===== config.mk =====
export PLATFORM = sky130hd
export DESIGN_NAME = calreg_bank
export DESIGN_NICKNAME = d
export VERILOG_FILES = /design/src/design/calreg_pkg.sv /design/src/design/calreg_word.sv /design/src/design/calreg_bank.sv
export SDC_FILE = /design/constraint.sdc
export NUM_CORES = 1
export LEC_CHECK = 0
export ABC_CLOCK_PERIOD_IN_PS = 2500
export BUFFER_PORTS_ARGS = -buffer_cell sky130_fd_sc_hd__buf_2
export CORE_ASPECT_RATIO = 1.2
export CORE_MARGIN = 4
export CORE_UTILIZATION = 35
export CTS_CLUSTER_DIAMETER = 40
export CTS_CLUSTER_SIZE = 25
export DETAILED_ROUTE_END_ITERATION = 6
export PLACE_DENSITY = 0.61
export SLEW_MARGIN = 0
export SYNTH_ARGS = -nofsm -noshare
export SYNTH_HDL_FRONTEND = slang
export SYNTH_HIERARCHICAL = 1
export SYNTH_SLANG_ARGS = --single-unit

===== constraint.sdc =====
create_clock -name clk_i -period 2.5 [get_ports clk_i]
set_input_delay 0.125 -clock clk_i [delete_from_list [all_inputs] [get_ports clk_i]]
set_output_delay 0.125 -clock clk_i [all_outputs]
set_load 0.01 [all_outputs]

===== src/design/calreg_pkg.sv =====
// package of offsets, field layouts and reset values for the calibration register slice
package calreg_pkg;
   // register indices as printed; byte address is four times the index
   localparam logic [7:0] IDX_OFS_HIGH = 8'h0f;
   localparam logic [7:0] IDX_OFS_LOW = 8'h10;
   localparam logic [7:0] IDX_GAIN_HIGH = 8'h11;
   localparam logic [7:0] IDX_GAIN_LOW = 8'h12;
   localparam logic [7:0] IDX_CFG2 = 8'h13;
   // byte address of a register index
   localparam int ADDR_SHIFT = 2;
   localparam int ADDR_W = 8;
   // reset values
   localparam logic [15:0] RST_OFS_HIGH = 16'h0000;
   localparam logic [15:0] RST_OFS_LOW = 16'h0000;
   localparam logic [15:0] RST_GAIN_HIGH = 16'h8000;
   localparam logic [15:0] RST_GAIN_LOW = 16'h0000;
   localparam logic [15:0] RST_CFG2 = 16'h0000;
   // writable masks; reserved bits are zero here
   localparam logic [15:0] MASK_FULL = 16'hffff;
   localparam logic [15:0] MASK_LOW = 16'hff00;
   localparam logic [15:0] MASK_CFG2 = 16'hffc7;
   // field positions in the channel two configuration word and the upper byte of the low registers
   localparam int PHASE_HI = 15;
   localparam int PHASE_LO = 6;
   localparam int HPOFF_BIT = 2;
   localparam int SEL_HI = 1;
   localparam int SEL_LO = 0;
   localparam int LOWBYTE_HI = 15;
   localparam int LOWBYTE_LO = 8;
   // input source encodings
   typedef enum logic [1:0] {
      SRC_PINS = 2'h0,
      SRC_SHORT = 2'h1,
      SRC_POS_TEST = 2'h2,
      SRC_NEG_TEST = 2'h3
   } input_src_t;
   // values handed to the conversion datapath
   typedef struct packed {
      logic signed [23:0] offset;
      logic [23:0] gain;
      logic signed [9:0] sample_delay;
      logic highpass_off;
      input_src_t input_select;
   } cal_out_t;
endpackage : calreg_pkg


===== src/design/calreg_word.sv =====
// one 16-bit register with write mask, byte enables and reset value
`timescale 1ns/1ps
module calreg_word
   import calreg_pkg::*;
#(
   parameter logic [15:0] RESET_VAL = 16'h0000,
   parameter logic [15:0] WMASK = 16'hffff
) (
   // clock and reset
   input wire logic clk_i,
   input wire logic rst_i,
   // write port
   input wire logic wr_i,
   input wire logic [1:0] be_i,
   input wire logic [15:0] wdata_i,
   // stored value
   output logic [15:0] value_o
);
   logic [15:0] value_ff;
   logic [15:0] lane_mask;
   logic [15:0] nxt_value;

   // only lanes selected by the bus and writable bits change
   assign lane_mask = {{8{be_i[1]}}, {8{be_i[0]}}} & WMASK;
   assign nxt_value = (value_ff & ~lane_mask) | (wdata_i & lane_mask);

   // reserved bits stay at their reset zero because the mask never opens them
   always_ff @(posedge clk_i) begin
      if (rst_i) begin
         value_ff <= RESET_VAL;
      end else if (wr_i) begin
         value_ff <= nxt_value;
      end
   end

   assign value_o = value_ff;
endmodule : calreg_word


===== src/design/calreg_bank.sv =====
// wishbone register slice holding channel one calibration and channel two configuration
//
// The implementer's own choice: register access over Wishbone.
`timescale 1ns/1ps
// Contract
// offset high register holds offset bits 23:8
// offset low bits 15:8 hold offset 7:0
// assembled offset is signed two's complement
// low registers bits 7:0 read zero
// gain high register holds gain bits 23:8
// gain low bits 15:8 hold gain 7:0
// gain is unsigned factor below two
// gain high resets 8000, low resets zero
// config bits 15:6 signed sample delay
// config bit 2 turns highpass off
// config bits 1:0 select input source
// config word resets to zero
// offset low register resets to zero
// offset high at index 0f, resets zero
// reserved bits ignore writes, read zero
// assembled values drive datapath continuously
module calreg_bank
   import calreg_pkg::*;
(
   // clock and reset
   input wire logic clk_i,
   input wire logic rst_i,
   // wishbone slave
   input wire logic cyc_i,
   input wire logic stb_i,
   input wire logic we_i,
   input wire logic [ADDR_W-1:0] adr_i,
   input wire logic [3:0] sel_i,
   input wire logic [31:0] dat_i,
   output logic [31:0] dat_o,
   output logic ack_o,
   // datapath values
   output cal_out_t cal_o
);
   // register index from a byte address
   function automatic logic [ADDR_W-1:0] to_index(input logic [ADDR_W-1:0] a);
      to_index = a >> ADDR_SHIFT;
   endfunction : to_index

   logic ack_ff; // one-cycle acknowledge
   logic [31:0] rdata_ff; // read data captured with the acknowledge
   logic req; // new request this cycle
   logic wr_en; // write strobe for the addressed register
   logic [ADDR_W-1:0] idx; // decoded register index
   logic hit_oh; // offset high selected
   logic hit_ol; // offset low selected
   logic hit_gh; // gain high selected
   logic hit_gl; // gain low selected
   logic hit_cfg; // channel two config selected
   logic any_hit; // some mapped register selected
   logic [15:0] ofs_high; // offset bits 23:8
   logic [15:0] ofs_low; // offset bits 7:0 in the upper byte
   logic [15:0] gain_high; // gain bits 23:8
   logic [15:0] gain_low; // gain bits 7:0 in the upper byte
   logic [15:0] cfg2; // channel two configuration word
   logic [15:0] rsel; // read mux result
   logic [1:0] be; // byte enables for the low half word

   // request is taken once; ack drops the cycle after it rose
   assign req = cyc_i & stb_i & ~ack_ff;
   assign wr_en = req & we_i;
   assign idx = to_index(adr_i);
   assign be = sel_i[1:0];
   assign hit_oh = (idx == IDX_OFS_HIGH);
   assign hit_ol = (idx == IDX_OFS_LOW);
   assign hit_gh = (idx == IDX_GAIN_HIGH);
   assign hit_gl = (idx == IDX_GAIN_LOW);
   assign hit_cfg = (idx == IDX_CFG2);
   // unmapped indices still answer, so the checks need to know when nothing matched
   assign any_hit = hit_oh | hit_ol | hit_gh | hit_gl | hit_cfg;

   // offset high: full 16-bit field, reset zero
   calreg_word #(.RESET_VAL(RST_OFS_HIGH), .WMASK(MASK_FULL)) u_ofs_high (
      .clk_i(clk_i), .rst_i(rst_i), .wr_i(wr_en & hit_oh), .be_i(be),
      .wdata_i(dat_i[15:0]), .value_o(ofs_high));
   // offset low: upper byte only, reserved low byte masked
   calreg_word #(.RESET_VAL(RST_OFS_LOW), .WMASK(MASK_LOW)) u_ofs_low (
      .clk_i(clk_i), .rst_i(rst_i), .wr_i(wr_en & hit_ol), .be_i(be),
      .wdata_i(dat_i[15:0]), .value_o(ofs_low));
   // gain high: resets to unity gain
   calreg_word #(.RESET_VAL(RST_GAIN_HIGH), .WMASK(MASK_FULL)) u_gain_high (
      .clk_i(clk_i), .rst_i(rst_i), .wr_i(wr_en & hit_gh), .be_i(be),
      .wdata_i(dat_i[15:0]), .value_o(gain_high));
   // gain low: upper byte only
   calreg_word #(.RESET_VAL(RST_GAIN_LOW), .WMASK(MASK_LOW)) u_gain_low (
      .clk_i(clk_i), .rst_i(rst_i), .wr_i(wr_en & hit_gl), .be_i(be),
      .wdata_i(dat_i[15:0]), .value_o(gain_low));
   // channel two config: bits 5:3 reserved
   calreg_word #(.RESET_VAL(RST_CFG2), .WMASK(MASK_CFG2)) u_cfg2 (
      .clk_i(clk_i), .rst_i(rst_i), .wr_i(wr_en & hit_cfg), .be_i(be),
      .wdata_i(dat_i[15:0]), .value_o(cfg2));

   // read mux; unmapped indices read zero but still acknowledge
   assign rsel = hit_oh ? ofs_high :
                 hit_ol ? ofs_low :
                 hit_gh ? gain_high :
                 hit_gl ? gain_low :
                 hit_cfg ? cfg2 : 16'h0000;

   // acknowledge and read data are registered; answer one cycle after the request
   always_ff @(posedge clk_i) begin
      if (rst_i) begin
         ack_ff <= 1'b0;
         rdata_ff <= 32'h0000_0000;
      end else begin
         ack_ff <= req;
         if (req) begin
            rdata_ff <= {16'h0000, rsel};
         end
      end
   end

   assign ack_o = ack_ff;
   assign dat_o = rdata_ff;

   // assembled outputs follow the registers with no extra delay
   assign cal_o.offset = $signed({ofs_high, ofs_low[LOWBYTE_HI:LOWBYTE_LO]});
   assign cal_o.gain = {gain_high, gain_low[LOWBYTE_HI:LOWBYTE_LO]};
   assign cal_o.sample_delay = $signed(cfg2[PHASE_HI:PHASE_LO]);
   assign cal_o.highpass_off = cfg2[HPOFF_BIT];
   assign cal_o.input_select = input_src_t'(cfg2[SEL_HI:SEL_LO]);

   // checks
   property p_ofs_high_split;
      @(posedge clk_i) disable iff (rst_i) cal_o.offset[23:8] == ofs_high;
   endproperty
   a_ofs_high_split: assert property (p_ofs_high_split) else $error("offset high bits misplaced");
   property p_ofs_low_split;
      @(posedge clk_i) disable iff (rst_i) cal_o.offset[7:0] == ofs_low[15:8];
   endproperty
   a_ofs_low_split: assert property (p_ofs_low_split) else $error("offset low bits misplaced");
   property p_offset_sign;
      @(posedge clk_i) disable iff (rst_i) (cal_o.offset < 0) == ofs_high[15];
   endproperty
   a_offset_sign: assert property (p_offset_sign) else $error("offset sign wrong");
   property p_low_reserved;
      @(posedge clk_i) disable iff (rst_i) ack_ff && $past(hit_ol || hit_gl) |-> (dat_o[15:0] & ~MASK_LOW) == 16'h0000;
   endproperty
   a_low_reserved: assert property (p_low_reserved) else $error("reserved low byte nonzero");
   property p_gain_split;
      @(posedge clk_i) disable iff (rst_i) cal_o.gain == {gain_high, gain_low[15:8]};
   endproperty
   a_gain_split: assert property (p_gain_split) else $error("gain assembly wrong");
   property p_gain_reset;
      @(posedge clk_i) $fell(rst_i) |-> gain_high == RST_GAIN_HIGH && gain_low == RST_GAIN_LOW;
   endproperty
   a_gain_reset: assert property (p_gain_reset) else $error("gain reset wrong");
   property p_cfg_reset;
      @(posedge clk_i) $fell(rst_i) |-> cfg2 == RST_CFG2 && ofs_low == RST_OFS_LOW && ofs_high == RST_OFS_HIGH;
   endproperty
   a_cfg_reset: assert property (p_cfg_reset) else $error("config or offset reset wrong");
   property p_cfg_reserved;
      @(posedge clk_i) disable iff (rst_i) (cfg2 & ~MASK_CFG2) == 16'h0000;
   endproperty
   a_cfg_reserved: assert property (p_cfg_reserved) else $error("config reserved bits set");
   property p_cfg_write;
      @(posedge clk_i) disable iff (rst_i) wr_en && hit_cfg && sel_i[1:0] == 2'h3 |=>
         cal_o.highpass_off == $past(dat_i[2]) && cal_o.input_select == $past(dat_i[1:0]);
   endproperty
   a_cfg_write: assert property (p_cfg_write) else $error("config write lost");
   property p_ack_once;
      @(posedge clk_i) disable iff (rst_i) cyc_i && stb_i && !ack_ff |=> ack_ff ##1 !ack_ff;
   endproperty
   a_ack_once: assert property (p_ack_once) else $error("ack not a single pulse");
   c_cfg_write: cover property (@(posedge clk_i) disable iff (rst_i) wr_en && hit_cfg);
   c_neg_offset: cover property (@(posedge clk_i) disable iff (rst_i) cal_o.offset < 0);
   c_read_gain: cover property (@(posedge clk_i) disable iff (rst_i) req && !we_i && hit_gh);
   c_unmapped_write: cover property (@(posedge clk_i) disable iff (rst_i) wr_en && !any_hit);
   c_neg_test_src: cover property (@(posedge clk_i) disable iff (rst_i) cal_o.input_select == SRC_NEG_TEST);

   // field mapping: a write taken on one edge shows in the datapath value by the next

   // full offset high write lands in the top sixteen bits
   property p_ofs_high_write;
      @(posedge clk_i) disable iff (rst_i) wr_en && hit_oh && be == 2'h3 |=> cal_o.offset[23:8] == $past(dat_i[15:0]);
   endproperty
   a_ofs_high_write: assert property (p_ofs_high_write) else $error("offset high write lost");

   // no lane selected means no change, a partial bus must not clobber the word
   property p_ofs_be_gate;
      @(posedge clk_i) disable iff (rst_i) wr_en && hit_oh && be == 2'h0 |=> $stable(ofs_high);
   endproperty
   a_ofs_be_gate: assert property (p_ofs_be_gate) else $error("offset high changed without lanes");

   // upper byte of offset low becomes the bottom offset byte
   property p_ofs_low_write;
      @(posedge clk_i) disable iff (rst_i) wr_en && hit_ol && be[1] |=> cal_o.offset[7:0] == $past(dat_i[15:8]);
   endproperty
   a_ofs_low_write: assert property (p_ofs_low_write) else $error("offset low write lost");

   // the stored low bytes never hold anything, whatever was written
   property p_low_rsv_store;
      @(posedge clk_i) disable iff (rst_i) (ofs_low & ~MASK_LOW) == 16'h0000 && (gain_low & ~MASK_LOW) == 16'h0000;
   endproperty
   a_low_rsv_store: assert property (p_low_rsv_store) else $error("reserved low byte stored");

   // full gain high write lands in the top sixteen bits
   property p_gain_high_write;
      @(posedge clk_i) disable iff (rst_i) wr_en && hit_gh && be == 2'h3 |=> cal_o.gain[23:8] == $past(dat_i[15:0]);
   endproperty
   a_gain_high_write: assert property (p_gain_high_write) else $error("gain high write lost");

   // a read of gain high returns the word held when the request was taken
   property p_gain_high_read;
      @(posedge clk_i) disable iff (rst_i) ack_ff && !$past(we_i) && $past(hit_gh) |-> dat_o[15:0] == $past(gain_high);
   endproperty
   a_gain_high_read: assert property (p_gain_high_read) else $error("gain high read wrong");

   // upper byte of gain low becomes the bottom gain byte
   property p_gain_low_write;
      @(posedge clk_i) disable iff (rst_i) wr_en && hit_gl && be[1] |=> cal_o.gain[7:0] == $past(dat_i[15:8]);
   endproperty
   a_gain_low_write: assert property (p_gain_low_write) else $error("gain low write lost");

   // gain is a magnitude: a set top bit is a large factor, never a negative one
   property p_gain_unsigned;
      @(posedge clk_i) disable iff (rst_i) gain_high[15] |-> cal_o.gain > 0;
   endproperty
   a_gain_unsigned: assert property (p_gain_unsigned) else $error("gain treated as signed");

   // the datapath sees unity gain straight out of reset
   property p_gain_reset_view;
      @(posedge clk_i) $fell(rst_i) |-> cal_o.gain == {RST_GAIN_HIGH, RST_GAIN_LOW[LOWBYTE_HI:LOWBYTE_LO]};
   endproperty
   a_gain_reset_view: assert property (p_gain_reset_view) else $error("gain reset view wrong");

   // the delay field spans both lanes, so only a full write is checked
   property p_delay_write;
      @(posedge clk_i) disable iff (rst_i) wr_en && hit_cfg && be == 2'h3 |=>
         cal_o.sample_delay == $past(dat_i[PHASE_HI:PHASE_LO]);
   endproperty
   a_delay_write: assert property (p_delay_write) else $error("sample delay write lost");

   // delay is signed: its top bit makes it negative
   property p_delay_sign;
      @(posedge clk_i) disable iff (rst_i) (cal_o.sample_delay < 0) == cfg2[PHASE_HI];
   endproperty
   a_delay_sign: assert property (p_delay_sign) else $error("sample delay sign wrong");

   // highpass override follows a low-lane write
   property p_hp_write;
      @(posedge clk_i) disable iff (rst_i) wr_en && hit_cfg && be[0] |=> cal_o.highpass_off == $past(dat_i[HPOFF_BIT]);
   endproperty
   a_hp_write: assert property (p_hp_write) else $error("highpass override write lost");

   // source select follows a low-lane write
   property p_src_write;
      @(posedge clk_i) disable iff (rst_i) wr_en && hit_cfg && be[0] |=>
         cal_o.input_select == $past(dat_i[SEL_HI:SEL_LO]);
   endproperty
   a_src_write: assert property (p_src_write) else $error("input select write lost");

   // out of reset: no delay, global highpass control, normal pins
   property p_cfg_reset_view;
      @(posedge clk_i) $fell(rst_i) |->
         cal_o.sample_delay == 0 && !cal_o.highpass_off && cal_o.input_select == SRC_PINS;
   endproperty
   a_cfg_reset_view: assert property (p_cfg_reset_view) else $error("config reset view wrong");

   // offset low and the bottom offset byte start at zero
   property p_ofs_low_reset;
      @(posedge clk_i) $fell(rst_i) |-> ofs_low == RST_OFS_LOW && cal_o.offset[7:0] == 8'h00;
   endproperty
   a_ofs_low_reset: assert property (p_ofs_low_reset) else $error("offset low reset wrong");

   // offset high and the top offset bits start at zero
   property p_ofs_high_reset;
      @(posedge clk_i) $fell(rst_i) |-> ofs_high == RST_OFS_HIGH && cal_o.offset[23:8] == RST_OFS_HIGH;
   endproperty
   a_ofs_high_reset: assert property (p_ofs_high_reset) else $error("offset high reset wrong");

   // a read at the offset high index returns that word
   property p_ofs_high_read;
      @(posedge clk_i) disable iff (rst_i) ack_ff && !$past(we_i) && $past(hit_oh) |-> dat_o[15:0] == $past(ofs_high);
   endproperty
   a_ofs_high_read: assert property (p_ofs_high_read) else $error("offset high read wrong");

   // reserved config bits read back as zero
   property p_cfg_rsv_read;
      @(posedge clk_i) disable iff (rst_i) ack_ff && $past(hit_cfg) |-> (dat_o[15:0] & ~MASK_CFG2) == 16'h0000;
   endproperty
   a_cfg_rsv_read: assert property (p_cfg_rsv_read) else $error("config reserved bits read nonzero");

   // without a write the datapath values hold, reads disturb nothing
   property p_quiet_hold;
      @(posedge clk_i) disable iff (rst_i) !wr_en |=> $stable(cal_o);
   endproperty
   a_quiet_hold: assert property (p_quiet_hold) else $error("datapath value moved without a write");

   // bus handshake: one registered answer per taken request

   // an acknowledge always answers a request
   property p_ack_needs_req;
      @(posedge clk_i) disable iff (rst_i) ack_ff |-> $past(req);
   endproperty
   a_ack_needs_req: assert property (p_ack_needs_req) else $error("ack without request");

   // acknowledge lasts a single cycle even if the master keeps strobing
   property p_ack_one_cycle;
      @(posedge clk_i) disable iff (rst_i) ack_ff |=> !ack_ff;
   endproperty
   a_ack_one_cycle: assert property (p_ack_one_cycle) else $error("ack longer than one cycle");

   // every taken write is answered on the next edge
   property p_write_ack;
      @(posedge clk_i) disable iff (rst_i) wr_en |=> ack_ff;
   endproperty
   a_write_ack: assert property (p_write_ack) else $error("write not acknowledged");

   // registers are sixteen bits, so the upper read half is always zero
   property p_rdata_upper;
      @(posedge clk_i) disable iff (rst_i) ack_ff |-> dat_o[31:16] == 16'h0000;
   endproperty
   a_rdata_upper: assert property (p_rdata_upper) else $error("upper read data nonzero");

   // unmapped indices answer with zero rather than stalling the bus
   property p_unmapped_read;
      @(posedge clk_i) disable iff (rst_i) ack_ff && !$past(we_i) && !$past(any_hit) |-> dat_o == 32'h0000_0000;
   endproperty
   a_unmapped_read: assert property (p_unmapped_read) else $error("unmapped read nonzero");
endmodule : calreg_bank


==> out/qor.txt <==
GP Congestion = 0.760
Post-synth ARST share = 0%
Combinational share of power = 7.2%
Crit path largest cell delay = 370 ps
Number of synthesized register bits = 78
Num CTS Buffers = 9
Worst-skew pair later-pin latency = 330 ps
First-pass GRT wire length = 17.7 mm
Synth top area share = 35.6%
Reg area = 1560 um2
Power Dens Cells = 534 nW/um2
Switching share of power = 24.7%
Number of antenna diodes = 0
Largest net degree at the start of global routing = 44
Initial Util = 36.0%
FILL cells = 1206
Root Buffer = clkbuf_16
Vias in the first global route = 3387
Slew @ Worst Pin = 884 ps
Critical path capture point type = flip-flop
Routed WL = 11.4 mm
Area growth, synth to finish = 12.9%
IO buf count = 106
Die Width = 110 um
Critical path class = reg2reg
Top post-synthesis cells by area = dfxtp_1 (36%), a21bo_2 (8.2%), a21oi_1 (7.5%), buf_4 (7.0%), nand3_1 (6.9%)
Total track usage = 15.7%
Setup ws final = 698 ps
Hold slack = 56.9 ps
Post-route ant nets = 0
Max H-tree Level = 3
CP Launch Type = flip-flop
CTS Buffer Depth = 2
Post-DP HPWL = 8.31 mm
Post-Synthesis Cells = 481
Critical path required time = 2750 ps
Multi-input logic area = 2260 um2
Post-cts gate resize count = 0
Initial antenna violation count = 0
Synth unique cells = 32
Pre-CTS WS = 502 ps
Layout cell share with drive strength beyond 1 = 34.7%
Slowest CP cell = buf_4
Primary FF master, synth = dfxtp_1
Final count of pins violating max slew = 0
I/O Pins = 143
Design area = 4950 um2
Die Y = 131 um
Final hold vios = 0
Area of the die = 14400 um2
Worst-path clk slew = 60 ps
Hold buffer count at cts = 0
Post-Route Setup TNS = 0 ps
Hold Crit Class = in2reg
Post-route DRC = 0
Sequential share of the synthesized area = 35.6%
Skew final = 5.76 ps
Min Tclk post-route = 1800 ps
Final cycle utilization of the critical path = 72.1%
Layout net count = 606
Cell area after synthesis = 4380 um2
WL per Instance = 15.7 um
Row Count = 44
Leakage Power = 2.03 nW
P_int = 1.99 mW
Mapped Avg Cell Area = 9.11 um2
Max VDD drop = 0.000271 V
Worst Path Max Fanout = 32
Placed Area = 4670 um2
DR iter-0 viols = 233
Net Sw Power = 653 uW
FMAX = 555 MHz
Max_slew headroom = 41.0%
RSZ-0062 raised after global routing = no
Critical path cell sequence = nand4b_1 -> nor4b_2 -> buf_4 -> a211oi_1 -> a31oi_1
Finish-stage setup viols = 0
Gr ovfl total = 0
Clock share of power = 45.6%
Drt first pass iters = 5
CORE AREA = 12200 um2
Post-CTS Setup Repair Bufs = 0
Synthesis Warnings = 6
TritonCTS clock tree = built
Total power = 2.64 mW
Sequential power share = 47.3%
DR vias/cell = 5.05
Outcome = finished clean
Maximum Capacitance Violations = 0
Arrival @ worst endpoint = 2050 ps
Total number of vias = 3650
Area leader, netlist = dfxtp_1
CTS Sinks = 78
Number of synthesized flops with an enable pin = 0
==> per-layer routing <==
metal | part of all wire [%] | GRT usage [%]
met4 | 1.7 | 6.52
met1 | 44 | 20.6
met2 | 46 | 24.0
met3 | 7.9 | 4.77
met5 | 0 | 0
==> cells in the final DEF (no fill, tap or decap), types with 2 or more instances in the layout <==
cell type,instances
a211oi_1,26
a211oi_2,7
a21bo_1,24
a21bo_2,36
a21oi_1,66
a21oi_2,10
a31oi_1,2
buf_2,106
buf_4,13
clkbuf_16,9
clkinv_2,3
clkinvlp_4,3
conb_1,35
dfxtp_1,78
mux2i_1,16
nand2_1,20
nand3_1,60
nor2_1,3
nor4_2,2
o21ai_0,22
o21ai_1,10
==> area by class of cell <==
cell class	count	area share [%]
clock inverter	6	0.759
clock buffer	10	4.83
tap	161	4.07
multi-input combinational	347	45.6
inverter	1	0.0759
timing repair buffer	120	13.1
sequential	78	31.6
==> power by group through the flow <==
stage	Sequential, mW	Combinational [mW]	Clock [mW]
final	1.25	0.189	1.20
after global routing	1.25	0.210	1.27
after CTS	1.25	0.188	1.23
after detailed placement	1.28	0.188	0
after global placement	1.28	0.182	0
after floorplan	1.28	0.185	0
==> kinds of logic (layout without fill, tap and decap cells) <==
logic type             count (synthesis)  in the layout  synth area share, %
multiplexers                          16             16                 3.65
other                                  4             35                0.343
AND/OR/NAND/NOR                       93             93                 10.9
AO/OA/AOI/OAI                        203            203                 33.6
buffers and inverters                 87            137                 15.9
flip-flops                            78             78                 35.6
==> through the flow <==
| step | util, % | std cells |
|---|---|---|
| detailed placement | 38.4 | 707 |
| floorplan | - | 512 |
| CTS | 40.7 | 723 |
| global placement | 38.4 | 707 |
| finish | 40.7 | 723 |
| global route | 40.7 | 723 |
==> Yosys cell counts, types with 8 or more instances <==
cell and instances:
buf_8 8, mux2i_1 16, a21oi_1 66, a21bo_1 24, dfxtp_1 78, nand3_1 60, a21bo_2 36, a211oi_1 26
a21oi_2 10, o21ai_1 10, buf_6 15, nand2_1 20, o21ai_0 22, buf_4 41, buf_2 9
==> final timing paths <==
kind                            cells past startpoint             startpoint  slack, ps                    end
worst max-delay path                                5       ack_o$_SDFF_PP0_        700              flip-flop
worst min-delay path                                3               dat_i[5]         60              flip-flop
worst max register to register                      5       ack_o$_SDFF_PP0_        700              flip-flop
worst min register to register                      2  dat_o[1]$_SDFFE_PP0N_        440  dat_o[1]$_SDFFE_PP0N_
==> critical path: cells and delay by family (launching register included) <==
family                 cells  cell delay [ps]
and+or+nand+nor            2              670
buffers and inverters      1              370
AOI/OAI and AO/OA          2              340
DFF                        1              330
Note: power is estimated with default switching activity, not from simulation.
